===== config.mk =====
export PLATFORM = sky130hd
export DESIGN_NAME = rcr_top
export DESIGN_NICKNAME = d
export VERILOG_FILES = /design/src/rcr_pkg.sv /design/src/rcr_stack_if.sv /design/src/rcr_stack_mem.sv /design/src/rcr_top.sv
export VERILOG_INCLUDE_DIRS = /design/src /design/src/src
export SDC_FILE = /design/constraint.sdc
export NUM_CORES = 1
export LEC_CHECK = 0
export ABC_AREA = 1
export ABC_CLOCK_PERIOD_IN_PS = 6200
export BUFFER_PORTS_ARGS = -buffer_cell sky130_fd_sc_hd__buf_2
export CORE_MARGIN = 4
export CORE_UTILIZATION = 56
export CTS_CLUSTER_SIZE = 25
export DETAILED_ROUTE_END_ITERATION = 7
export PLACE_DENSITY = 0.76
export SYNTH_ARGS = -nofsm -noshare
export SYNTH_HDL_FRONTEND = slang
export SYNTH_SLANG_ARGS = --single-unit
export TNS_END_PERCENT = 100

===== constraint.sdc =====
create_clock -name ref_clk_in -period 6.2 [get_ports ref_clk_in]
set_input_delay 0.31 -clock ref_clk_in [delete_from_list [all_inputs] [get_ports ref_clk_in]]
set_output_delay 0.31 -clock ref_clk_in [all_outputs]
set_load 0.005 [all_outputs]

===== src/rcr_cfg.svh =====
// Offsets, field positions, reset values and fixed addresses of the reset cause recorder.
// Assumes byte addressing on a 32-bit Avalon-MM bus, one register per aligned word.
`ifndef RCR_CFG_SVH
`define RCR_CFG_SVH

`define RCR_ADDR_W 5
`define RCR_OFF_STATUS 5'h00
`define RCR_OFF_PCTRL 5'h04
`define RCR_OFF_CTRL 5'h08
`define RCR_OFF_IRQ_ST 5'h0C
`define RCR_OFF_IRQ_MASK 5'h10
`define RCR_OFF_LAST 5'h14

`define RCR_PC_W 15
`define RCR_STACK_DEPTH 16
`define RCR_RESET_ADDR 15'h0000
`define RCR_VECTOR_ADDR 15'h0004

// Status register fields.
`define RCR_ST_PD 0
`define RCR_ST_TO 1

// Power control register fields.
`define RCR_PC_BOR 0
`define RCR_PC_POR 1
`define RCR_PC_RI 2
`define RCR_PC_PIN 3
`define RCR_PC_WDT 4
`define RCR_PC_UNF 6
`define RCR_PC_OVF 7

// Control register fields and reset value.
`define RCR_CT_STACK_ERROR_RESET_ENABLE 0
`define RCR_CT_GIE 1
`define RCR_CTRL_RST 2'h1

// Power-on values of the cause flags; the brown-out flag is undefined, zero is chosen.
`define RCR_RST_OVF 1'h0
`define RCR_RST_UNF 1'h0
`define RCR_RST_WDT 1'h1
`define RCR_RST_PIN 1'h1
`define RCR_RST_RI 1'h1
`define RCR_RST_POR 1'h0
`define RCR_RST_BOR 1'h0
`define RCR_RST_TO 1'h1
`define RCR_RST_PD 1'h1

// Interrupt status bits, one per event.
`define RCR_IRQ_W 8
`define RCR_IQ_BOR 0
`define RCR_IQ_WDT 1
`define RCR_IQ_WWAKE 2
`define RCR_IQ_IWAKE 3
`define RCR_IQ_PIN 4
`define RCR_IQ_RI 5
`define RCR_IQ_OVF 6
`define RCR_IQ_UNF 7

`endif


===== src/rcr_pkg.sv =====
// Types shared by the reset cause recorder modules.
// Assumes the constants of rcr_cfg.svh for widths.
package rcr_pkg;

   typedef enum logic [3:0] {
      CAUSE_NONE,
      CAUSE_BOR,
      CAUSE_WDT_RST,
      CAUSE_PIN_RUN,
      CAUSE_PIN_SLEEP,
      CAUSE_RI,
      CAUSE_OVF,
      CAUSE_UNF,
      CAUSE_WDT_WAKE,
      CAUSE_INT_WAKE
   } rcr_cause_t;

   typedef enum logic [1:0] {
      VEC_IDLE,
      VEC_WAIT
   } rcr_vec_state_t;

   typedef struct packed {
      logic ovf;
      logic unf;
      logic wdt_n;
      logic pin_n;
      logic ri_n;
      logic por_n;
      logic bor_n;
      logic to_n;
      logic pd_n;
   } rcr_flags_t;

endpackage


===== src/rcr_stack_if.sv =====
// Port bundle between the recorder and its return stack memory.
// Assumes one writer and one reader on the same clock.
`timescale 1ns/100ps
interface rcr_stack_if #(
   parameter int WIDTH = 15,
   parameter int DEPTH = 16
);
   localparam int AW = $clog2(DEPTH);
   logic we;
   logic [AW-1:0] waddr;
   logic [WIDTH-1:0] wdata;
   logic [AW-1:0] raddr;
   logic [WIDTH-1:0] rdata;
   modport ctrl (output we, output waddr, output wdata, output raddr, input rdata);
   modport mem (input we, input waddr, input wdata, input raddr, output rdata);
endinterface


===== src/rcr_stack_mem.sv =====
// Return stack storage: one write port, one read port with registered data.
// Assumes the controller keeps the write address inside the depth.
`timescale 1ns/100ps
module rcr_stack_mem #(
   parameter int WIDTH = 15,
   parameter int DEPTH = 16
) (
   // Clock.
   input wire logic ref_clk_in,
   // Memory port.
   rcr_stack_if.mem port
);
   logic [WIDTH-1:0] mem_reg [DEPTH];

   always_ff @(posedge ref_clk_in) begin
      if (port.we) begin
         mem_reg[port.waddr] <= port.wdata;
      end
      port.rdata <= mem_reg[port.raddr];
   end
endmodule


===== src/rcr_top.sv =====
// Reset cause recorder: keeps the reset cause flags, the return stack and the restart address.
// Assumes pulses from the core and watchdog on ref_clk_in, and asynchronous pin inputs.
`timescale 1ns/100ps
`include "rcr_cfg.svh"

// Overview of operation
// - Every reset or wake updates cause flags.
// - Stack over/underflow flags; optional software reset.
// - Return stack is 16 by 15 bits.
// - Power-on sets defaults, restarts at zero.
// - Watchdog wake clears timeout, power-down; resumes.
// - Interrupt wake sets timeout, clears power-down; resumes.
// - Pin reset running clears pin flag only.
// - Pin reset sleeping: pin, timeout, power-down.
// - Overflow reset sets overflow, restarts at zero.
// - Underflow reset sets underflow, restarts at zero.
// - Enabled interrupt wake later vectors to 0004h.
// - Flags not named by event stay unchanged.
module rcr_top #(
   parameter int WIDTH = `RCR_PC_W,
   parameter int DEPTH = `RCR_STACK_DEPTH
) (
   // Clock and reset.
   input wire logic ref_clk_in,
   input wire logic rst_n_in,
   // Avalon-MM slave.
   input wire logic [`RCR_ADDR_W-1:0] avs_address_in,
   input wire logic avs_read_in,
   input wire logic avs_write_in,
   input wire logic [31:0] avs_writedata_in,
   output logic [31:0] avs_readdata_out,
   output logic avs_waitrequest_out,
   // Reset and wake sources.
   input wire logic brownout_in,
   input wire logic master_clear_pin_n_in,
   input wire logic wdt_timeout_in,
   input wire logic reset_instr_in,
   input wire logic interrupt_wake_in,
   // Processor core.
   input wire logic sleeping_in,
   input wire logic instr_done_in,
   input wire logic [WIDTH-1:0] pc_in,
   input wire logic push_in,
   input wire logic pop_in,
   input wire logic [WIDTH-1:0] push_data_in,
   output logic [WIDTH-1:0] pop_data_out,
   output logic pop_valid_out,
   output logic jump_out,
   output logic reset_core_out,
   output logic [WIDTH-1:0] jump_addr_out,
   // Interrupt.
   output logic irq_out
);
   localparam int AW = $clog2(DEPTH);
   localparam int CW = AW + 1;

   rcr_stack_if #(.WIDTH(WIDTH), .DEPTH(DEPTH)) stk ();

   rcr_stack_mem #(.WIDTH(WIDTH), .DEPTH(DEPTH)) u_mem (
      .ref_clk_in(ref_clk_in),
      .port(stk.mem)
   );

   // Pin synchronisers and edge history.
   logic [1:0] bor_sync_reg;
   logic [1:0] pin_sync_reg;
   logic bor_old_reg;
   logic pin_old_reg;

   always_ff @(posedge ref_clk_in) begin
      if (!rst_n_in) begin
         bor_sync_reg <= 2'h0;
         pin_sync_reg <= 2'h3;
         bor_old_reg <= 1'h0;
         pin_old_reg <= 1'h1;
      end else begin
         bor_sync_reg <= {bor_sync_reg[0], brownout_in};
         pin_sync_reg <= {pin_sync_reg[0], master_clear_pin_n_in};
         bor_old_reg <= bor_sync_reg[1];
         pin_old_reg <= pin_sync_reg[1];
      end
   end

   // Event decode.
   logic [CW-1:0] count_reg;
   logic [1:0] ctrl_reg;
   wire stack_error_reset_enable = ctrl_reg[`RCR_CT_STACK_ERROR_RESET_ENABLE];
   wire global_interrupt_enable = ctrl_reg[`RCR_CT_GIE];
   wire bor_evt = bor_sync_reg[1] & ~bor_old_reg;
   wire pin_evt = ~pin_sync_reg[1] & pin_old_reg;
   wire wdt_rst_evt = wdt_timeout_in & ~sleeping_in;
   wire wdt_wake_evt = wdt_timeout_in & sleeping_in;
   wire int_wake_evt = interrupt_wake_in & sleeping_in;
   wire pin_run_evt = pin_evt & ~sleeping_in;
   wire pin_sleep_evt = pin_evt & sleeping_in;
   wire full = count_reg == CW'(DEPTH);
   wire empty = count_reg == '0;

   // Vector sequencer signals.
   rcr_pkg::rcr_vec_state_t vec_reg;
   rcr_pkg::rcr_vec_state_t vec_next;
   wire vec_push = (vec_reg == rcr_pkg::VEC_WAIT) & instr_done_in;
   wire any_push = push_in | vec_push;
   wire ovf_evt = any_push & full;
   wire unf_evt = pop_in & ~any_push & empty;
   wire stk_wr = any_push & ~full;
   wire stk_rd = pop_in & ~any_push & ~empty;

   // Highest priority cause of this cycle.
   rcr_pkg::rcr_cause_t cause;
   assign cause = bor_evt ? rcr_pkg::CAUSE_BOR :
                  wdt_rst_evt ? rcr_pkg::CAUSE_WDT_RST :
                  pin_run_evt ? rcr_pkg::CAUSE_PIN_RUN :
                  pin_sleep_evt ? rcr_pkg::CAUSE_PIN_SLEEP :
                  reset_instr_in ? rcr_pkg::CAUSE_RI :
                  (ovf_evt & stack_error_reset_enable) ? rcr_pkg::CAUSE_OVF :
                  (unf_evt & stack_error_reset_enable) ? rcr_pkg::CAUSE_UNF :
                  wdt_wake_evt ? rcr_pkg::CAUSE_WDT_WAKE :
                  int_wake_evt ? rcr_pkg::CAUSE_INT_WAKE :
                  rcr_pkg::CAUSE_NONE;
   wire is_wake = (cause == rcr_pkg::CAUSE_WDT_WAKE) | (cause == rcr_pkg::CAUSE_INT_WAKE);
   wire is_reset = (cause != rcr_pkg::CAUSE_NONE) & ~is_wake;

   // Stack pointer and memory port.
   logic [CW-1:0] count_next;
   assign count_next = stk_wr ? count_reg + CW'(1) :
                       stk_rd ? count_reg - CW'(1) : count_reg;
   assign stk.we = stk_wr;
   assign stk.waddr = count_reg[AW-1:0];
   assign stk.wdata = vec_push ? pc_in : push_data_in;
   assign stk.raddr = AW'(count_reg - CW'(1));

   // Bus access decode; every access waits exactly one cycle.
   logic ack_reg;
   wire req = avs_read_in | avs_write_in;
   wire done = req & ack_reg;
   wire wr = avs_write_in & done;
   wire sel_st = avs_address_in == `RCR_OFF_STATUS;
   wire sel_pc = avs_address_in == `RCR_OFF_PCTRL;
   wire sel_ct = avs_address_in == `RCR_OFF_CTRL;
   wire sel_iq = avs_address_in == `RCR_OFF_IRQ_ST;
   wire sel_mk = avs_address_in == `RCR_OFF_IRQ_MASK;
   wire sel_ls = avs_address_in == `RCR_OFF_LAST;
   assign avs_waitrequest_out = req & ~ack_reg;

   // Cause flags.
   rcr_pkg::rcr_flags_t flags_reg;
   rcr_pkg::rcr_flags_t flags_next;
   rcr_pkg::rcr_flags_t flags_rst;
   assign flags_rst = '{ovf: `RCR_RST_OVF, unf: `RCR_RST_UNF, wdt_n: `RCR_RST_WDT,
                        pin_n: `RCR_RST_PIN, ri_n: `RCR_RST_RI, por_n: `RCR_RST_POR,
                        bor_n: `RCR_RST_BOR, to_n: `RCR_RST_TO, pd_n: `RCR_RST_PD};

   // Software writes first, hardware events afterwards so that an event wins.
   always_comb begin
      flags_next = flags_reg;
      if (wr & sel_st) begin
         flags_next.to_n = avs_writedata_in[`RCR_ST_TO];
         flags_next.pd_n = avs_writedata_in[`RCR_ST_PD];
      end
      if (wr & sel_pc) begin
         flags_next.ovf = avs_writedata_in[`RCR_PC_OVF];
         flags_next.unf = avs_writedata_in[`RCR_PC_UNF];
         flags_next.wdt_n = avs_writedata_in[`RCR_PC_WDT];
         flags_next.pin_n = avs_writedata_in[`RCR_PC_PIN];
         flags_next.ri_n = avs_writedata_in[`RCR_PC_RI];
         flags_next.por_n = avs_writedata_in[`RCR_PC_POR];
         flags_next.bor_n = avs_writedata_in[`RCR_PC_BOR];
      end
      if (ovf_evt) begin
         flags_next.ovf = 1'h1;
      end
      if (unf_evt) begin
         flags_next.unf = 1'h1;
      end
      // Fields a cause does not name are left as they are.
      case (cause)
         rcr_pkg::CAUSE_BOR: begin
            flags_next.ovf = 1'h0;
            flags_next.unf = 1'h0;
            flags_next.pin_n = 1'h1;
            flags_next.ri_n = 1'h1;
            flags_next.bor_n = 1'h0;
            flags_next.to_n = 1'h1;
            flags_next.pd_n = 1'h1;
         end
         rcr_pkg::CAUSE_WDT_RST: begin
            flags_next.wdt_n = 1'h0;
            flags_next.to_n = 1'h0;
         end
         rcr_pkg::CAUSE_PIN_RUN: begin
            flags_next.pin_n = 1'h0;
         end
         rcr_pkg::CAUSE_PIN_SLEEP: begin
            flags_next.pin_n = 1'h0;
            flags_next.to_n = 1'h1;
            flags_next.pd_n = 1'h0;
         end
         rcr_pkg::CAUSE_RI: begin
            flags_next.ri_n = 1'h0;
         end
         rcr_pkg::CAUSE_OVF: begin
            flags_next.ovf = 1'h1;
         end
         rcr_pkg::CAUSE_UNF: begin
            flags_next.unf = 1'h1;
         end
         rcr_pkg::CAUSE_WDT_WAKE: begin
            flags_next.to_n = 1'h0;
            flags_next.pd_n = 1'h0;
         end
         rcr_pkg::CAUSE_INT_WAKE: begin
            flags_next.to_n = 1'h1;
            flags_next.pd_n = 1'h0;
         end
         default: begin
         end
      endcase
   end

   // Interrupt status: sticky, write one to clear, a new event wins.
   logic [`RCR_IRQ_W-1:0] irq_st_reg;
   logic [`RCR_IRQ_W-1:0] irq_mask_reg;
   logic [`RCR_IRQ_W-1:0] irq_set;
   logic [`RCR_IRQ_W-1:0] irq_clr;
   assign irq_set[`RCR_IQ_BOR] = cause == rcr_pkg::CAUSE_BOR;
   assign irq_set[`RCR_IQ_WDT] = cause == rcr_pkg::CAUSE_WDT_RST;
   assign irq_set[`RCR_IQ_WWAKE] = cause == rcr_pkg::CAUSE_WDT_WAKE;
   assign irq_set[`RCR_IQ_IWAKE] = cause == rcr_pkg::CAUSE_INT_WAKE;
   assign irq_set[`RCR_IQ_PIN] = pin_run_evt | pin_sleep_evt;
   assign irq_set[`RCR_IQ_RI] = cause == rcr_pkg::CAUSE_RI;
   assign irq_set[`RCR_IQ_OVF] = ovf_evt;
   assign irq_set[`RCR_IQ_UNF] = unf_evt;
   assign irq_clr = (wr & sel_iq) ? avs_writedata_in[`RCR_IRQ_W-1:0] : '0;
   assign irq_out = |(irq_st_reg & irq_mask_reg);

   // Vector sequencer: an enabled interrupt wake pushes the return address
   // after the next instruction and branches to the vector.
   always_comb begin
      vec_next = vec_reg;
      case (vec_reg)
         rcr_pkg::VEC_IDLE: begin
            if ((cause == rcr_pkg::CAUSE_INT_WAKE) & global_interrupt_enable) begin
               vec_next = rcr_pkg::VEC_WAIT;
            end
         end
         rcr_pkg::VEC_WAIT: begin
            if (is_reset | instr_done_in) begin
               vec_next = rcr_pkg::VEC_IDLE;
            end
         end
         default: begin
            vec_next = rcr_pkg::VEC_IDLE;
         end
      endcase
   end

   // Jump target of this cycle.
   wire vec_jump = vec_push & ~is_reset;
   logic [WIDTH-1:0] jump_addr_next;
   assign jump_addr_next = is_reset ? `RCR_RESET_ADDR :
                           is_wake ? pc_in + WIDTH'(1) :
                           vec_jump ? `RCR_VECTOR_ADDR :
                           jump_addr_out;

   // Last cause and target kept for software.
   rcr_pkg::rcr_cause_t last_cause_reg;

   // Read data selection.
   wire [31:0] rd_st = {30'h0, flags_reg.to_n, flags_reg.pd_n};
   wire [31:0] rd_pc = {24'h0, flags_reg.ovf, flags_reg.unf, 1'h0, flags_reg.wdt_n,
                        flags_reg.pin_n, flags_reg.ri_n, flags_reg.por_n, flags_reg.bor_n};
   wire [31:0] rd_ct = {30'h0, ctrl_reg};
   wire [31:0] rd_iq = {24'h0, irq_st_reg};
   wire [31:0] rd_mk = {24'h0, irq_mask_reg};
   wire [31:0] rd_ls = {12'h0, last_cause_reg, 1'h0, jump_addr_out};
   wire [31:0] rd_data = sel_st ? rd_st :
                         sel_pc ? rd_pc :
                         sel_ct ? rd_ct :
                         sel_iq ? rd_iq :
                         sel_mk ? rd_mk :
                         sel_ls ? rd_ls : 32'h0;

   // Bus handshake and read data.
   always_ff @(posedge ref_clk_in) begin
      if (!rst_n_in) begin
         ack_reg <= 1'h0;
         avs_readdata_out <= 32'h0;
      end else begin
         ack_reg <= req & ~ack_reg;
         if (avs_read_in & ~ack_reg) begin
            avs_readdata_out <= rd_data;
         end
      end
   end

   // Control and interrupt registers.
   always_ff @(posedge ref_clk_in) begin
      if (!rst_n_in) begin
         ctrl_reg <= `RCR_CTRL_RST;
         irq_mask_reg <= '0;
         irq_st_reg <= '0;
      end else begin
         if (wr & sel_ct) begin
            ctrl_reg <= avs_writedata_in[1:0];
         end
         if (wr & sel_mk) begin
            irq_mask_reg <= avs_writedata_in[`RCR_IRQ_W-1:0];
         end
         irq_st_reg <= (irq_st_reg & ~irq_clr) | irq_set;
      end
   end

   // Power-on values come from the synchronous reset.
   always_ff @(posedge ref_clk_in) begin
      if (!rst_n_in) begin
         flags_reg <= flags_rst;
         count_reg <= '0;
         vec_reg <= rcr_pkg::VEC_IDLE;
      end else begin
         flags_reg <= flags_next;
         count_reg <= count_next;
         vec_reg <= vec_next;
      end
   end

   // Restart and resume outputs.
   always_ff @(posedge ref_clk_in) begin
      if (!rst_n_in) begin
         jump_out <= 1'h1;
         reset_core_out <= 1'h1;
         jump_addr_out <= `RCR_RESET_ADDR;
         last_cause_reg <= rcr_pkg::CAUSE_NONE;
      end else begin
         jump_out <= is_reset | is_wake | vec_jump;
         reset_core_out <= is_reset;
         jump_addr_out <= jump_addr_next;
         if (cause != rcr_pkg::CAUSE_NONE) begin
            last_cause_reg <= cause;
         end
      end
   end

   // Pop data: the memory read register holds the top entry one edge after the pop.
   always_ff @(posedge ref_clk_in) begin
      if (!rst_n_in) begin
         pop_valid_out <= 1'h0;
      end else begin
         pop_valid_out <= stk_rd;
      end
   end
   assign pop_data_out = stk.rdata;

endmodule

==> flow_metrics.py <==
metrics = {
    "run_status": {
        "status": "finished, final reports clean",
    },
    "route": {
        "routed_wl_um": 35300,
        "drc": 0,
        "dr_total_vias": 10098,
        "via_per_inst": 5.84,
        "ant_nets": 0,
        "dr.pass1.iters": 5,
        "wire_per_inst_um": 20.4,
        "initialDrtViolationCount": 1088,
    },
    "worst_setup_path": {
        "r2r-end": "u_mem.port.rdata[7]$_DFF_P_",
        "critical_path_class": "flop to flop",
        "cp-endpoint": "u_mem.port.rdata[7]$_DFF_P_",
        "start_kind": "flop",
        "r2r_start": "count_reg[0]$_SDFFE_PN0P_",
        "end_kind": "flop",
        "crit_start": "count_reg[0]$_SDFFE_PN0P_",
        "rr_worst_depth": 8,
        "rrSetupSlack_ps": 2160,
        "worstPathMaxFanout": 45,
        "worst_ep_arrival_time_ps": 4440,
        "crit_required_ps": 6610,
    },
    "cells_and_area": {
        "area_growth_pct": 15.3,
        "instances_no_fill": 1728,
        "design_area_mm2": 0.0160,
        "nets": 1462,
        "final_common_cell": "edfxtp_1",
        "largest_reg_flops": 240,
        "layout_common_cells": "edfxtp_1, nor2_1, nand2_1, o21ai_0, buf_2",
        "drive_gt1_frac": 0.181,
    },
    "clocking": {
        "ctsRootBufferMaster": "clkbuf_16",
        "clk-insertion-delay-late_ps": 520,
        "clkTransAtPathRegs_ps": 60,
        "cts.path.max_buffers": 3,
        "cts-htree-levels": 2,
        "cts_tree": "yes",
        "cts_buffers": 34,
        "cts.sinks": 336,
        "cts.repair.resized": 0,
    },
    "floorplan": {
        "fp.dieW_um": 166,
        "ios": 147,
        "num_rows": 57,
        "dieArea_mm2": 0.0274,
        "die_height_um": 166,
        "start_util": 0.570,
        "fp.coreArea_mm2": 0.0244,
    },
    "sta": {
        "fin_crit_ps": 4040,
        "drv_slew": 0,
        "fmax_mhz": 248,
        "worst_pin_slew_ps": 1170,
        "fin_tns_setup_ps": 0,
        "period_share": 0.651,
        "slew_headroom": 0.219,
        "finalHoldViolations": 0,
        "rsz0062_at_grt": "no",
        "clock_skew_ps": 18.9,
        "finalSetupViolations": 0,
    },
    "global_routing": {
        "grtUsageMet2": 0.422,
        "grt.overflow.total": 0,
        "antenna_found_initial": 3,
        "busiest_layer": "met2",
        "grt_usage": 0.257,
        "grt_use_met3": 0.0551,
        "use_met1": 0.337,
        "grt_pass1_vias": 9637,
        "grt_pass1_wl_um": 53400,
        "grt_max_degree": 123,
    },
    "logic_synthesis": {
        "synth_top_cell_area_share": 0.519,
        "ys_types": 46,
        "ys_ff_latch": 336,
        "synth_top_area_cell": "edfxtp_1",
        "syn_inst": 1261,
        "syn_area_mm2": 0.0139,
        "ys_dominant_reg_cell": "edfxtp_1",
        "synth_area_leaders": "edfxtp_1, dfxtp_1, nor2_1",
        "synth-edff-count": 240,
        "ys_async_sr_fraction": 0,
        "avgSynthCellArea_um2": 11.0,
        "ys_seq_area_frac": 0.657,
        "synth_warnings": 0,
    },
    "run": {
        "drv_cap": 0,
    },
    "power": {
        "total_power_mw": 5.52,
        "ir_drop_mv": 0.236,
        "p_leak_nw": 5.93,
        "power_density_mw_per_mm2": 345,
    },
    "placed_design": {
        "hpwl_um": 21800,
        "place_inst": 1662,
        "gp_congestion": 0.940,
        "io_buffers": 109,
        "place_area_mm2": 0.0148,
    },
    "min_path": {
        "min_path_type": "primary input to flop",
    },
}
==> how the worst min path moves through the flow <==
stage	start	end	cells past startpoint
final	avs_writedata_in[0]	ctrl_reg[0]$_SDFFE_PN1P_	3
after global routing	avs_writedata_in[0]	ctrl_reg[0]$_SDFFE_PN1P_	3
after CTS	avs_writedata_in[0]	ctrl_reg[0]$_SDFFE_PN1P_	3
after detailed placement	bor_sync_reg[0]$_SDFF_PN0_	bor_sync_reg[1]$_SDFF_PN0_	2
after global placement	pin_sync_reg[0]$_SDFF_PN1_	pin_sync_reg[1]$_SDFF_PN1_	1
after floorplan	bor_sync_reg[0]$_SDFF_PN0_	bor_sync_reg[1]$_SDFF_PN0_	2
==> metrics by stage <==
| stage | setup WS (ps) | utilization | hold slack, ps |
|---|---|---|---|
| after floorplan | 3170 | - | 390 |
| after global placement | 2340 | 0.607 | 397 |
| after detailed placement | 2200 | 0.607 | 401 |
| after CTS | 2160 | 0.657 | 55.5 |
| after global routing | 1860 | 0.657 | 78.5 |
| final | 2160 | 0.657 | 65.8 |
==> repair_timing <==
item,CTS,global route
hold buffers,2,0
setup buffers,0,0
endpoints found under the hold margin,2,0
==> cell usage after synthesis (2+ instances only) <==
cell type,count
edfxtp_1,240
nor2_1,212
nand2_1,149
o21ai_0,126
dfxtp_1,96
inv_1,63
a21oi_1,51
clkbuf_1,47
o32ai_1,44
nand3_1,43
o211ai_1,19
mux2i_1,16
o221ai_1,16
buf_4,15
nand3_2,15
nand4_1,13
a21oi_2,10
buf_2,10
nand2_2,7
nor3_1,7
o21ai_1,7
ha_1,6
nor2_2,5
a221oi_1,4
inv_2,4
xor2_1,4
buf_1,3
nand2_4,3
nor2_4,3
or2_2,3
a22o_1,2
clkinv_1,2
nor4_1,2
o22ai_1,2
==> power by group <==
part / internal (mW) / leakage [nW] / switching [mW]
registers: 2.52 / 2.95 / 0.0622
clock network: 1.31 / 0.580 / 0.847
logic: 0.257 / 2.39 / 0.527
==> cells by family (layout without fill, tap and decap cells) <==
group,count (synthesis),in the layout,synth area share
and+or+nand+nor,465,465,0.147
DFF,336,336,0.657
AOI/OAI and AO/OA,286,286,0.130
buffers and inverters,146,275,0.0457
muxes,16,16,0.0115
adders and majority gates,6,6,0.00540
xor gates and xnor gates,5,5,0.00369
other,1,15,0.000270
==> cell type report <==
type	count	area (µm²)
flip-flops and latches	336	9130
fillers	1851	8370
multi-input cells	791	4210
clock buffers	45	963
repair buffers	144	813
well taps	324	405
inverters	69	260
clock inverters	17	229
diodes	2	5.00
==> per-layer routing <==
metal  share of wire  vias up  routed length, µm
li1                -     4698                  -
met1            0.39     4761              13700
met2            0.47      530              16800
met3           0.096      107               3370
met4           0.041        2               1440
met5         0.00037        -                 13
==> worst max-delay path, cell delays in order (launching register included) <==
cell	delay, ps
dfxtp_4	620
clkinv_2	670
ha_1	530
xnor2_2	140
buf_4	320
clkinv_1	670
buf_4	500
o21ai_0	300
o21ai_1	100
No activity file was read; power rests on OpenSTA's default activity.
